**config.mk**
```make
export PLATFORM = sky130hd
export DESIGN_NAME = dst_display_sync_timing
export DESIGN_NICKNAME = d
export VERILOG_FILES = /design/src/dst_pkg.sv /design/src/dst_sync_if.sv /design/src/dst_sync_gen.sv /design/src/dst_display_sync_timing.sv
export SDC_FILE = /design/constraint.sdc
export NUM_CORES = 1
export LEC_CHECK = 0
export ABC_AREA = 1
export BUFFER_PORTS_ARGS = -buffer_cell sky130_fd_sc_hd__buf_2
export CORE_ASPECT_RATIO = 2
export CORE_MARGIN = 2
export CORE_UTILIZATION = 60
export CTS_CLUSTER_DIAMETER = 100
export DETAILED_ROUTE_END_ITERATION = 10
export PLACE_DENSITY = 0.81
export SETUP_SLACK_MARGIN = 0.05
export SLEW_MARGIN = 25
export SYNTH_ARGS = -nofsm -noshare
export SYNTH_HDL_FRONTEND = slang
export SYNTH_SLANG_ARGS = --single-unit
export TNS_END_PERCENT = 50
```
**constraint.sdc**
```tcl
create_clock -name clk_sys -period 3.7 [get_ports clk_sys]
set_input_delay 0.74 -clock clk_sys [delete_from_list [all_inputs] [get_ports clk_sys]]
set_output_delay 0.74 -clock clk_sys [all_outputs]
set_load 0.01 [all_outputs]
```
**src/dst_pkg.sv**
```systemverilog
// constants for the display sync timing block
package dst_pkg;
	// ==========================================
	// register byte offsets
	localparam logic [15:0] CRT_HSYNC_POSITION_OFS = 16'h8338;
	localparam logic [15:0] PANEL_HSYNC_POSITION_OFS = 16'h833C;
	localparam logic [15:0] FRAME_LINE_TOTAL_OFS = 16'h8340;
	localparam logic [15:0] LINE_PIXEL_TOTAL_OFS = 16'h8350;
	localparam logic [15:0] SCAN_CONTROL_OFS = 16'h8354;
	localparam logic [15:0] SCAN_STATUS_OFS = 16'h8358;
	// ==========================================
	// field positions
	localparam int CHAR_LO = 3;
	localparam int CHAR_HI = 10;
	localparam int CHAR_END_LO = 19;
	localparam int CHAR_END_HI = 26;
	localparam int LOW_LO = 0;
	localparam int LOW_HI = 10;
	localparam int HIGH_LO = 16;
	localparam int HIGH_HI = 26;
	localparam int PIX_SHIFT = 3;
	// ==========================================
	// masks of defined bits
	localparam logic [31:0] CRT_MASK = 32'h07F807F8;
	localparam logic [31:0] PAIR_MASK = 32'h07FF07FF;
	localparam logic [31:0] CTRL_MASK = 32'h00000001;
	// ==========================================
	// values after reset and count step
	localparam logic [31:0] REG_RESET = 32'h00000000;
	localparam logic [10:0] COUNT_RESET = 11'h000;
	localparam logic [10:0] COUNT_ONE = 11'h001;
	// ==========================================
	// pixel divider
	localparam int PIX_DIV_DEFAULT = 1;
endpackage

```
**src/dst_sync_if.sv**
```systemverilog
// carrier between scan control and one sync generator
`timescale 1ns/1ns
interface dst_sync_if;
	logic pixEn;
	logic [10:0] count;
	logic [10:0] beginPos;
	logic [10:0] finishPos;
	logic syncOut;
	modport gen (input pixEn, input count, input beginPos, input finishPos, output syncOut);
	modport ctl (output pixEn, output count, output beginPos, output finishPos, input syncOut);
endinterface

```
**src/dst_sync_gen.sv**
```systemverilog
// one sync pulse generator from a position counter
`timescale 1ns/1ns
module dst_sync_gen (
	input wire logic clk_sys,
	input wire logic rst_n,
	dst_sync_if.gen sif
);
	logic sync_r;
	logic hitBegin;
	logic hitFinish;

	// ==========================================
	// compare against value plus one
	assign hitBegin = (sif.count == 11'(sif.beginPos + dst_pkg::COUNT_ONE));
	assign hitFinish = (sif.count == 11'(sif.finishPos + dst_pkg::COUNT_ONE));

	always_ff @(posedge clk_sys or negedge rst_n) begin
		if (!rst_n) begin
			sync_r <= 1'b0;
		end else if (sif.pixEn) begin
			if (hitFinish) begin
				sync_r <= 1'b0;
			end else if (hitBegin) begin
				sync_r <= 1'b1;
			end
		end
	end

	assign sif.syncOut = sync_r;
endmodule // dst_sync_gen

```
**src/dst_display_sync_timing.sv**
```systemverilog
// raster sync timing with apb register access
// Contract
// - crt sync starts at char start plus one
// - crt sync ends at char end plus one
// - crt positions on eight pixel boundaries
// - panel sync starts at pixel start plus one
// - panel sync ends at pixel end plus one
// - frame scans programmed total plus one lines
// - active line count marks displayed lines
`timescale 1ns/1ns
module dst_display_sync_timing #(
	parameter int PIX_DIV = dst_pkg::PIX_DIV_DEFAULT
) (
	input wire logic clk_sys,
	input wire logic rst_n,
	input wire logic psel,
	input wire logic penable,
	input wire logic pwrite,
	input wire logic [15:0] paddr,
	input wire logic [31:0] pwdata,
	output logic [31:0] prdata,
	output logic pready,
	output logic pslverr,
	output logic crtHsync,
	output logic panelHsync,
	output logic frameStart,
	output logic lineActive
);
	logic [31:0] crtPos_r;
	logic [31:0] panelPos_r;
	logic [31:0] frameTotal_r;
	logic [31:0] lineTotal_r;
	logic [31:0] control_r;
	logic [31:0] prdata_r;
	logic [10:0] pixCnt_r;
	logic [10:0] lineCnt_r;
	logic [15:0] div_r;
	logic frameStart_r;
	logic crtPrev_r;
	logic pixEn;
	logic scanOn;
	logic wrEn;
	logic rdEn;
	logic mapped;
	logic crtEdge;

	dst_sync_if crtIf ();
	dst_sync_if panelIf ();

	function automatic logic isMapped(input logic [15:0] a);
		isMapped = (a == dst_pkg::CRT_HSYNC_POSITION_OFS) ||
			(a == dst_pkg::PANEL_HSYNC_POSITION_OFS) ||
			(a == dst_pkg::FRAME_LINE_TOTAL_OFS) ||
			(a == dst_pkg::LINE_PIXEL_TOTAL_OFS) ||
			(a == dst_pkg::SCAN_CONTROL_OFS) ||
			(a == dst_pkg::SCAN_STATUS_OFS);
	endfunction

	// ==========================================
	// apb slave, zero wait states
	assign mapped = isMapped(paddr);
	assign wrEn = psel && penable && pwrite && mapped;
	assign rdEn = psel && !penable && !pwrite;
	assign pready = 1'b1;
	assign pslverr = psel && penable && !mapped;
	assign prdata = prdata_r;

	always_ff @(posedge clk_sys or negedge rst_n) begin
		if (!rst_n) begin
			crtPos_r <= dst_pkg::REG_RESET;
			panelPos_r <= dst_pkg::REG_RESET;
			frameTotal_r <= dst_pkg::REG_RESET;
			lineTotal_r <= dst_pkg::REG_RESET;
			control_r <= dst_pkg::REG_RESET;
		end else if (wrEn) begin
			case (paddr)
				dst_pkg::CRT_HSYNC_POSITION_OFS: crtPos_r <= pwdata & dst_pkg::CRT_MASK;
				dst_pkg::PANEL_HSYNC_POSITION_OFS: panelPos_r <= pwdata & dst_pkg::PAIR_MASK;
				dst_pkg::FRAME_LINE_TOTAL_OFS: frameTotal_r <= pwdata & dst_pkg::PAIR_MASK;
				dst_pkg::LINE_PIXEL_TOTAL_OFS: lineTotal_r <= pwdata & dst_pkg::PAIR_MASK;
				dst_pkg::SCAN_CONTROL_OFS: control_r <= pwdata & dst_pkg::CTRL_MASK;
				default: control_r <= control_r;
			endcase
		end
	end

	// read data captured in setup cycle
	always_ff @(posedge clk_sys or negedge rst_n) begin
		if (!rst_n) begin
			prdata_r <= dst_pkg::REG_RESET;
		end else if (rdEn) begin
			case (paddr)
				dst_pkg::CRT_HSYNC_POSITION_OFS: prdata_r <= crtPos_r;
				dst_pkg::PANEL_HSYNC_POSITION_OFS: prdata_r <= panelPos_r;
				dst_pkg::FRAME_LINE_TOTAL_OFS: prdata_r <= frameTotal_r;
				dst_pkg::LINE_PIXEL_TOTAL_OFS: prdata_r <= lineTotal_r;
				dst_pkg::SCAN_CONTROL_OFS: prdata_r <= control_r;
				dst_pkg::SCAN_STATUS_OFS: prdata_r <= {5'h00, lineCnt_r, 5'h00, pixCnt_r};
				default: prdata_r <= dst_pkg::REG_RESET;
			endcase
		end
	end

	// ==========================================
	// pixel rate enable
	assign scanOn = control_r[0];
	assign pixEn = scanOn && (div_r == 16'(PIX_DIV - 1));

	always_ff @(posedge clk_sys or negedge rst_n) begin
		if (!rst_n) begin
			div_r <= 16'h0000;
		end else if (!scanOn || pixEn) begin
			div_r <= 16'h0000;
		end else begin
			div_r <= 16'(div_r + 16'h0001);
		end
	end

	// ==========================================
	// horizontal pixel counter
	always_ff @(posedge clk_sys or negedge rst_n) begin
		if (!rst_n) begin
			pixCnt_r <= dst_pkg::COUNT_RESET;
		end else if (!scanOn) begin
			pixCnt_r <= dst_pkg::COUNT_RESET;
		end else if (pixEn) begin
			if (pixCnt_r >= lineTotal_r[dst_pkg::LOW_HI:dst_pkg::LOW_LO]) begin
				pixCnt_r <= dst_pkg::COUNT_RESET;
			end else begin
				pixCnt_r <= 11'(pixCnt_r + dst_pkg::COUNT_ONE);
			end
		end
	end

	// ==========================================
	// crt sync in character clocks
	assign crtIf.pixEn = pixEn;
	assign crtIf.count = {3'b000, pixCnt_r[dst_pkg::LOW_HI:dst_pkg::PIX_SHIFT]};
	assign crtIf.beginPos = {3'b000, crtPos_r[dst_pkg::CHAR_HI:dst_pkg::CHAR_LO]};
	assign crtIf.finishPos = {3'b000, crtPos_r[dst_pkg::CHAR_END_HI:dst_pkg::CHAR_END_LO]};

	dst_sync_gen crtGen (
		.clk_sys(clk_sys),
		.rst_n(rst_n),
		.sif(crtIf.gen)
	);

	// ==========================================
	// panel sync in pixels
	assign panelIf.pixEn = pixEn;
	assign panelIf.count = pixCnt_r;
	assign panelIf.beginPos = panelPos_r[dst_pkg::LOW_HI:dst_pkg::LOW_LO];
	assign panelIf.finishPos = panelPos_r[dst_pkg::HIGH_HI:dst_pkg::HIGH_LO];

	dst_sync_gen panelGen (
		.clk_sys(clk_sys),
		.rst_n(rst_n),
		.sif(panelIf.gen)
	);

	assign crtHsync = crtIf.syncOut;
	assign panelHsync = panelIf.syncOut;

	// ==========================================
	// vertical line counter
	// crt sync rising edge
	assign crtEdge = crtIf.syncOut && !crtPrev_r;

	always_ff @(posedge clk_sys or negedge rst_n) begin
		if (!rst_n) begin
			crtPrev_r <= 1'b0;
		end else begin
			crtPrev_r <= crtIf.syncOut;
		end
	end

	always_ff @(posedge clk_sys or negedge rst_n) begin
		if (!rst_n) begin
			lineCnt_r <= dst_pkg::COUNT_RESET;
			frameStart_r <= 1'b0;
		end else if (!scanOn) begin
			lineCnt_r <= dst_pkg::COUNT_RESET;
			frameStart_r <= 1'b0;
		end else if (crtEdge) begin
			if (lineCnt_r >= frameTotal_r[dst_pkg::HIGH_HI:dst_pkg::HIGH_LO]) begin
				lineCnt_r <= dst_pkg::COUNT_RESET;
				frameStart_r <= 1'b1;
			end else begin
				lineCnt_r <= 11'(lineCnt_r + dst_pkg::COUNT_ONE);
				frameStart_r <= 1'b0;
			end
		end else begin
			frameStart_r <= 1'b0;
		end
	end

	assign frameStart = frameStart_r;
	assign lineActive = scanOn && (lineCnt_r <= frameTotal_r[dst_pkg::LOW_HI:dst_pkg::LOW_LO]);
endmodule // dst_display_sync_timing

```
Word level (Yosys, flattened, before mapping)
Index checks and enable logic that the tools add are counted.
{"block": "word_totals", "inputBits": 53, "register_bits": 157}
{"block": "op_classes", "n_mux": 15, "n_eq_ne": 12, "n_lt_le_gt_ge": 3, "n_addsub": 7, "n_reduce_logical": 30}
{"cell": "$pmux 27 s6", "n": 1}
{"cell": "$eq 16x16->1 const B", "n": 6}
{"cell": "$mux 11", "n": 6}
{"cell": "$add 11x1->11 const B", "n": 4}
{"cell": "$eq 11x11->1", "n": 2}
{"cell": "$eq 8x11->1", "n": 2}
{"cell": "$ge 11x11->1", "n": 2}
{"cell": "$add 8x1->9 const B", "n": 2}
{"cell": "$add 16x1->16 const B", "n": 1}
{"cell": "$logic_not 16->1", "n": 1}
{"cell": "$mux 16", "n": 1}
{"cell": "$reduce_and 2->1", "n": 7}
{"cell": "$le 11x11->1", "n": 1}
{"cell": "$logic_and 1x1->1", "n": 9}
{"cell": "$mux 1", "n": 7}
{"cell": "$logic_or 1x1->1", "n": 6}
{"cell": "$logic_not 1->1", "n": 5}
{"cell": "$ne 2x1->1 const B", "n": 2}
{"cell": "$reduce_bool 2->1", "n": 2}

Longest topological paths before layout
{"block": "logic_depth", "depth_word": 8, "depth_mapped": 13, "ltp_nobuf": 12}

Cells and area by module
A second synthesis with hierarchy kept.
{"block": "hier_totals", "hier_cells": 1451, "area_unflattened_um2": 9917.0}
{"module": "dst_display_sync_timing", "cells_each": 1072, "instances": 1, "area_per_inst_um2": 8139.1}
{"module": "dst_sync_gen at panelGen", "cells_each": 191, "instances": 1, "area_per_inst_um2": 890.9}
{"module": "dst_sync_gen at crtGen", "cells_each": 188, "instances": 1, "area_per_inst_um2": 887.1}

Worst setup path after synthesis
Ideal clock, no wire load.
{"block": "synth_path", "path_type": "input -> output", "startpoint": "in paddr[10]", "endpoint": "out pslverr", "arrival_ns": 1.636, "required_ns": 2.960, "path_stages": 7, "path_buffers": 1, "setup_slack_ns": 1.324, "cell_sequence": "inv_1 > nand4_1 > nor2_4 > nand4_1 > nand3_2 > buf_2 > nor2_1"}
{"block": "synth_between", "elab_chain_cells": 8}
{"item": "start: declaration", "line": "dst_display_sync_timing.sv:19", "source": "input wire logic [15:0] paddr,"}
{"item": "$eq 16x16->1, on equally long branches", "line": "dst_display_sync_timing.sv:51, dst_display_sync_timing.sv:52"}
{"item": "$logic_or 1x1->1", "line": "dst_display_sync_timing.sv:51", "source": "isMapped = (a == dst_pkg::CRT_HSYNC_POSITION_OFS) ||"}
{"item": "$logic_or 1x1->1", "line": "dst_display_sync_timing.sv:52", "source": "(a == dst_pkg::PANEL_HSYNC_POSITION_OFS) ||"}
{"item": "$logic_or 1x1->1", "line": "dst_display_sync_timing.sv:53", "source": "(a == dst_pkg::FRAME_LINE_TOTAL_OFS) ||"}
{"item": "$logic_or 1x1->1", "line": "dst_display_sync_timing.sv:54", "source": "(a == dst_pkg::LINE_PIXEL_TOTAL_OFS) ||"}
{"item": "$logic_or 1x1->1 *", "line": "dst_display_sync_timing.sv:55", "source": "(a == dst_pkg::SCAN_CONTROL_OFS) ||"}
{"item": "$logic_not 1->1 *", "line": "dst_display_sync_timing.sv:65", "source": "assign pslverr = psel && penable && !mapped;"}
{"item": "$logic_and 1x1->1 *", "line": "dst_display_sync_timing.sv:65"}
{"item": "end: declaration", "line": "dst_display_sync_timing.sv:23", "source": "output logic pslverr,"}
Mark *: on every way between the ends. The rest lies on a longest branch, timed or not.

Final worst setup path
{"block": "layout_path", "startpoint": "reg lineCnt_r[9]", "endpoint": "out lineActive"}
{"block": "layout_between", "elab_chain_cells": 2}
{"item": "start: declaration", "line": "dst_display_sync_timing.sv:36", "source": "logic [10:0] lineCnt_r;"}
{"item": "start signal: assignment", "line": "dst_display_sync_timing.sv:179", "source": "lineCnt_r <= dst_pkg::COUNT_RESET;"}
{"item": "start signal: assignment", "line": "dst_display_sync_timing.sv:182", "source": "lineCnt_r <= dst_pkg::COUNT_RESET;"}
{"item": "start signal: assignment", "line": "dst_display_sync_timing.sv:186", "source": "lineCnt_r <= dst_pkg::COUNT_RESET;"}
{"item": "$le 11x11->1", "line": "dst_display_sync_timing.sv:198", "source": "assign lineActive = scanOn && (lineCnt_r <= frameTotal_r[dst_pkg::LOW_HI:dst_pkg::LOW_LO]);"}
{"item": "$logic_and 1x1->1", "line": "dst_display_sync_timing.sv:198"}
{"item": "end: declaration", "line": "dst_display_sync_timing.sv:27", "source": "output logic lineActive"}
Every way passes these cells.

==> impl_metrics.toml <==
[run_status]
outcome = "finished, final reports clean"

[route]
antenna_left = 0
top_layer_used = "met4"
routed_wl_um = 28240
wl_met1_um = 10050
drt_iter0_markers = 772
wire_per_inst_um = 17.48
wl_met2_um = 14420
drc = 0
vias = 9392
dr.pass1.iters = 5
via_per_inst = 5.812
met3_length_um = 1655

[timing]
hold_ws_ns = 0.2400
rsz0062_at_grt = "false"
hold_viol = 0
final.setup_skew_ns = 0.01288
layout_setup_ws_ns = 0.8730
period_share_pct = 76.40
relSlewSlack_pct = 42.94
fin_tns_setup_ns = 0
setup_viol = 0
min_period_ns = 2.827
slew_violations = 0
worst_pin_slew_ns = 0.8549
clock.fmax_ghz = 0.3537

[synth]
synth_edf_count = 0
synth_cell_types = 37
synth_area_mm2 = 0.009587
synthTopCellsByArea = "dfrtp_1 (38%), nand2_1 (17%), inv_1 (6.0%)"
synth_most_common_cell = "nand2_1"
synthArstFlopShare_pct = 100.0
ys_seq_area_share_pct = 38.37
yosysWarnings = 0
syn_avg_cell_area_um2 = 7.091
synth_ff_type = "dfrtp_1"
synth_top_area_cell = "dfrtp_1"
synthesis.instances = 1352
ys_ff_latch = 147
netlist_top_cells_count = "nand2_1 (430), inv_1 (153), dfrtp_1 (147), nor2_1 (121)"
synth_top_area_share_pct = 38.37

[flow_run]
max-cap-violations = 0

[power]
powerDensity_mw_per_mm2 = 329.2
p_leak_uw = 0.005465
power_uw = 3500
peakVddDrop_mv = 0.3314

[cts]
hold_buffers = 0
cts.sinks = 147
cts_setup_buffers = 0
cts_resized = 0
cts_tree = "yes"
cts_buffers = 17
cts.clk_slew.worst_paths_ns = 0.07
cts.root.buffer_cell = "clkbuf_16"
clk_latency_ns = 0.44
clk_path_buf_depth = 2
cts-htree-levels = 4

[global_routing]
grt_pass1_wl_um = 45640
grt-ovfl-total = 0
track_usage_pct = 34.82
antenna_found_initial = 0
first_global_vias = 9221
grt_max_degree = 102

[floorplanning]
ios = 91
initial_utilization_pct = 61.08
dieArea_mm2 = 0.01707
fp-row-count = 65
die_y_um = 182.8
die_x_um = 93.38
core-area_mm2 = 0.01570

[layout]
final_util_pct = 67.73
area_growth_pct = 10.90
nets = 1497
drive_gt1_share_pct = 10.18
n_fill_cell = 1363
diodes = 0

[setup_path]
required_ns = 2.96
worst_path_max_delay_cell = "dfrtp_1"
path_class = "reg -> out"
rr_worst_depth = 10
worstPathMaxFanout = 6
worstPathCellList = "ha_1 > nand2_1 > nor3_1 > nand4_1 > a21oi_1 > buf_2"
cp_num_buf_inv = 1
cp.arrival_ns = 2.09
cp_num_cells = 6
crit_path_start_kind = "flop"
slowest_delay_ns = 0.50
critPathCaptureType = "output pin"
crit_family = "flip-flops"

[worst_hold_path]
hp-class = "in -> async"

[place]
globalplace.congestion = 0.9883
hpwl_um = 20440
portBuffers = 69
place_ws_ns = 0.9275
state kept, by name, indices dropped and copies added (netlist names):
signal	count
frameTotal_r	22
lineTotal_r	22
panelPos_r	22
prdata	22
crtPos_r	16
div_r	16
lineCnt_r	11
panelIf.count	11
control_r	1
crtGen.sif.syncOut	1
crtPrev_r	1
frameStart	1
panelGen.sif.syncOut	1
worst reg2reg max path, cell delays in order, from the launching register on:
cell,delay [ns]
dfrtp_1,0.55
ha_1,0.41
nand2_1,0.09
nor2_1,0.16
nand4_1,0.10
nor2_1,0.11
nor2_1,0.06
nand2_1,0.24
inv_1,0.19
nand3_1,0.11
o21ai_0,0.09
layout by cell type (no fill, tap or decap), types with 17 or more instances in the layout:
master,synthesis,final
nand3_1,74,74
o211ai_1,19,19
o21ai_0,50,50
dfrtp_1,147,147
ha_1,41,41
a21oi_1,52,52
nand2_1,430,430
inv_1,153,153
nor2_1,121,120
buf_2,32,68
nand4_1,74,74
o21ai_1,24,24
xor2_1,23,23
clkbuf_16,0,17
report_power, final:
part	internal, uW	leakage, uW	total [uW]	switching (uW)
clock	1040	0.000283	1770	734
sequential	1610	0.00194	1610	0.0405
combinational	28.1	0.00324	122	93.7
layout make-up:
class	instances	area (um2)	area share [%]
flip-flops and latches	147	3679	34.60
repair buffers	84	476.7	4.484
well taps	201	251.5	2.366
inverters	161	604.3	5.684
multi-input cells	992	5024	47.25
clock buffers	19	452.9	4.260
clock inverters	12	143.9	1.353
per-stage QoR:
step | cell area (um2) | instances
after floorplan | 9620 | 1361
after global placement | 10030 | 1585
after detailed placement | 10030 | 1585
after CTS | 10630 | 1616
after global routing | 10630 | 1616
final | 10630 | 1616
logic make-up after synthesis:
group                      after synthesis  share of synthesized area, %
and+or+nand+nor                        739                         33.56
buffers and inverters                  222                         9.893
AOI/OAI and AO/OA                      165                         9.462
DFF                                    147                         38.37
adders and majority gates               41                         5.351
xor gates and xnor gates                36                         3.289
other                                    2                       0.07834
layer usage:
layer,up-vias,global-route usage [%]
met4,0,26.06
li1,4478,-
met2,412,60.00
met3,135,6.081
met5,-,0
met1,4367,37.15
path summary, 6_finish.rpt:
| path | to | slack [ns] | startpoint |
|---|---|---|---|
| setup / recovery | lineActive | 0.87 | lineCnt_r[9]$_DFFE_PN0P_ |
| hold reg to reg | crtPrev_r$_DFF_PN0_ | 0.44 | crtGen.sif.syncOut$_DFFE_PN0P_ |
| setup reg to reg | panelIf.count[0]$_DFFE_PN0N_ | 1.46 | panelIf.count[10]$_DFFE_PN0N_ |
| min in group clk_sys | crtPrev_r$_DFF_PN0_ | 0.44 | crtGen.sif.syncOut$_DFFE_PN0P_ |
| hold / removal | prdata[8]$_DFFE_PN0P_ | 0.24 | rst_n |
| max in group asynchronous | panelPos_r[25]$_DFFE_PN0P_ | 2.54 | rst_n |
Power figures use the tool's default switching activity.
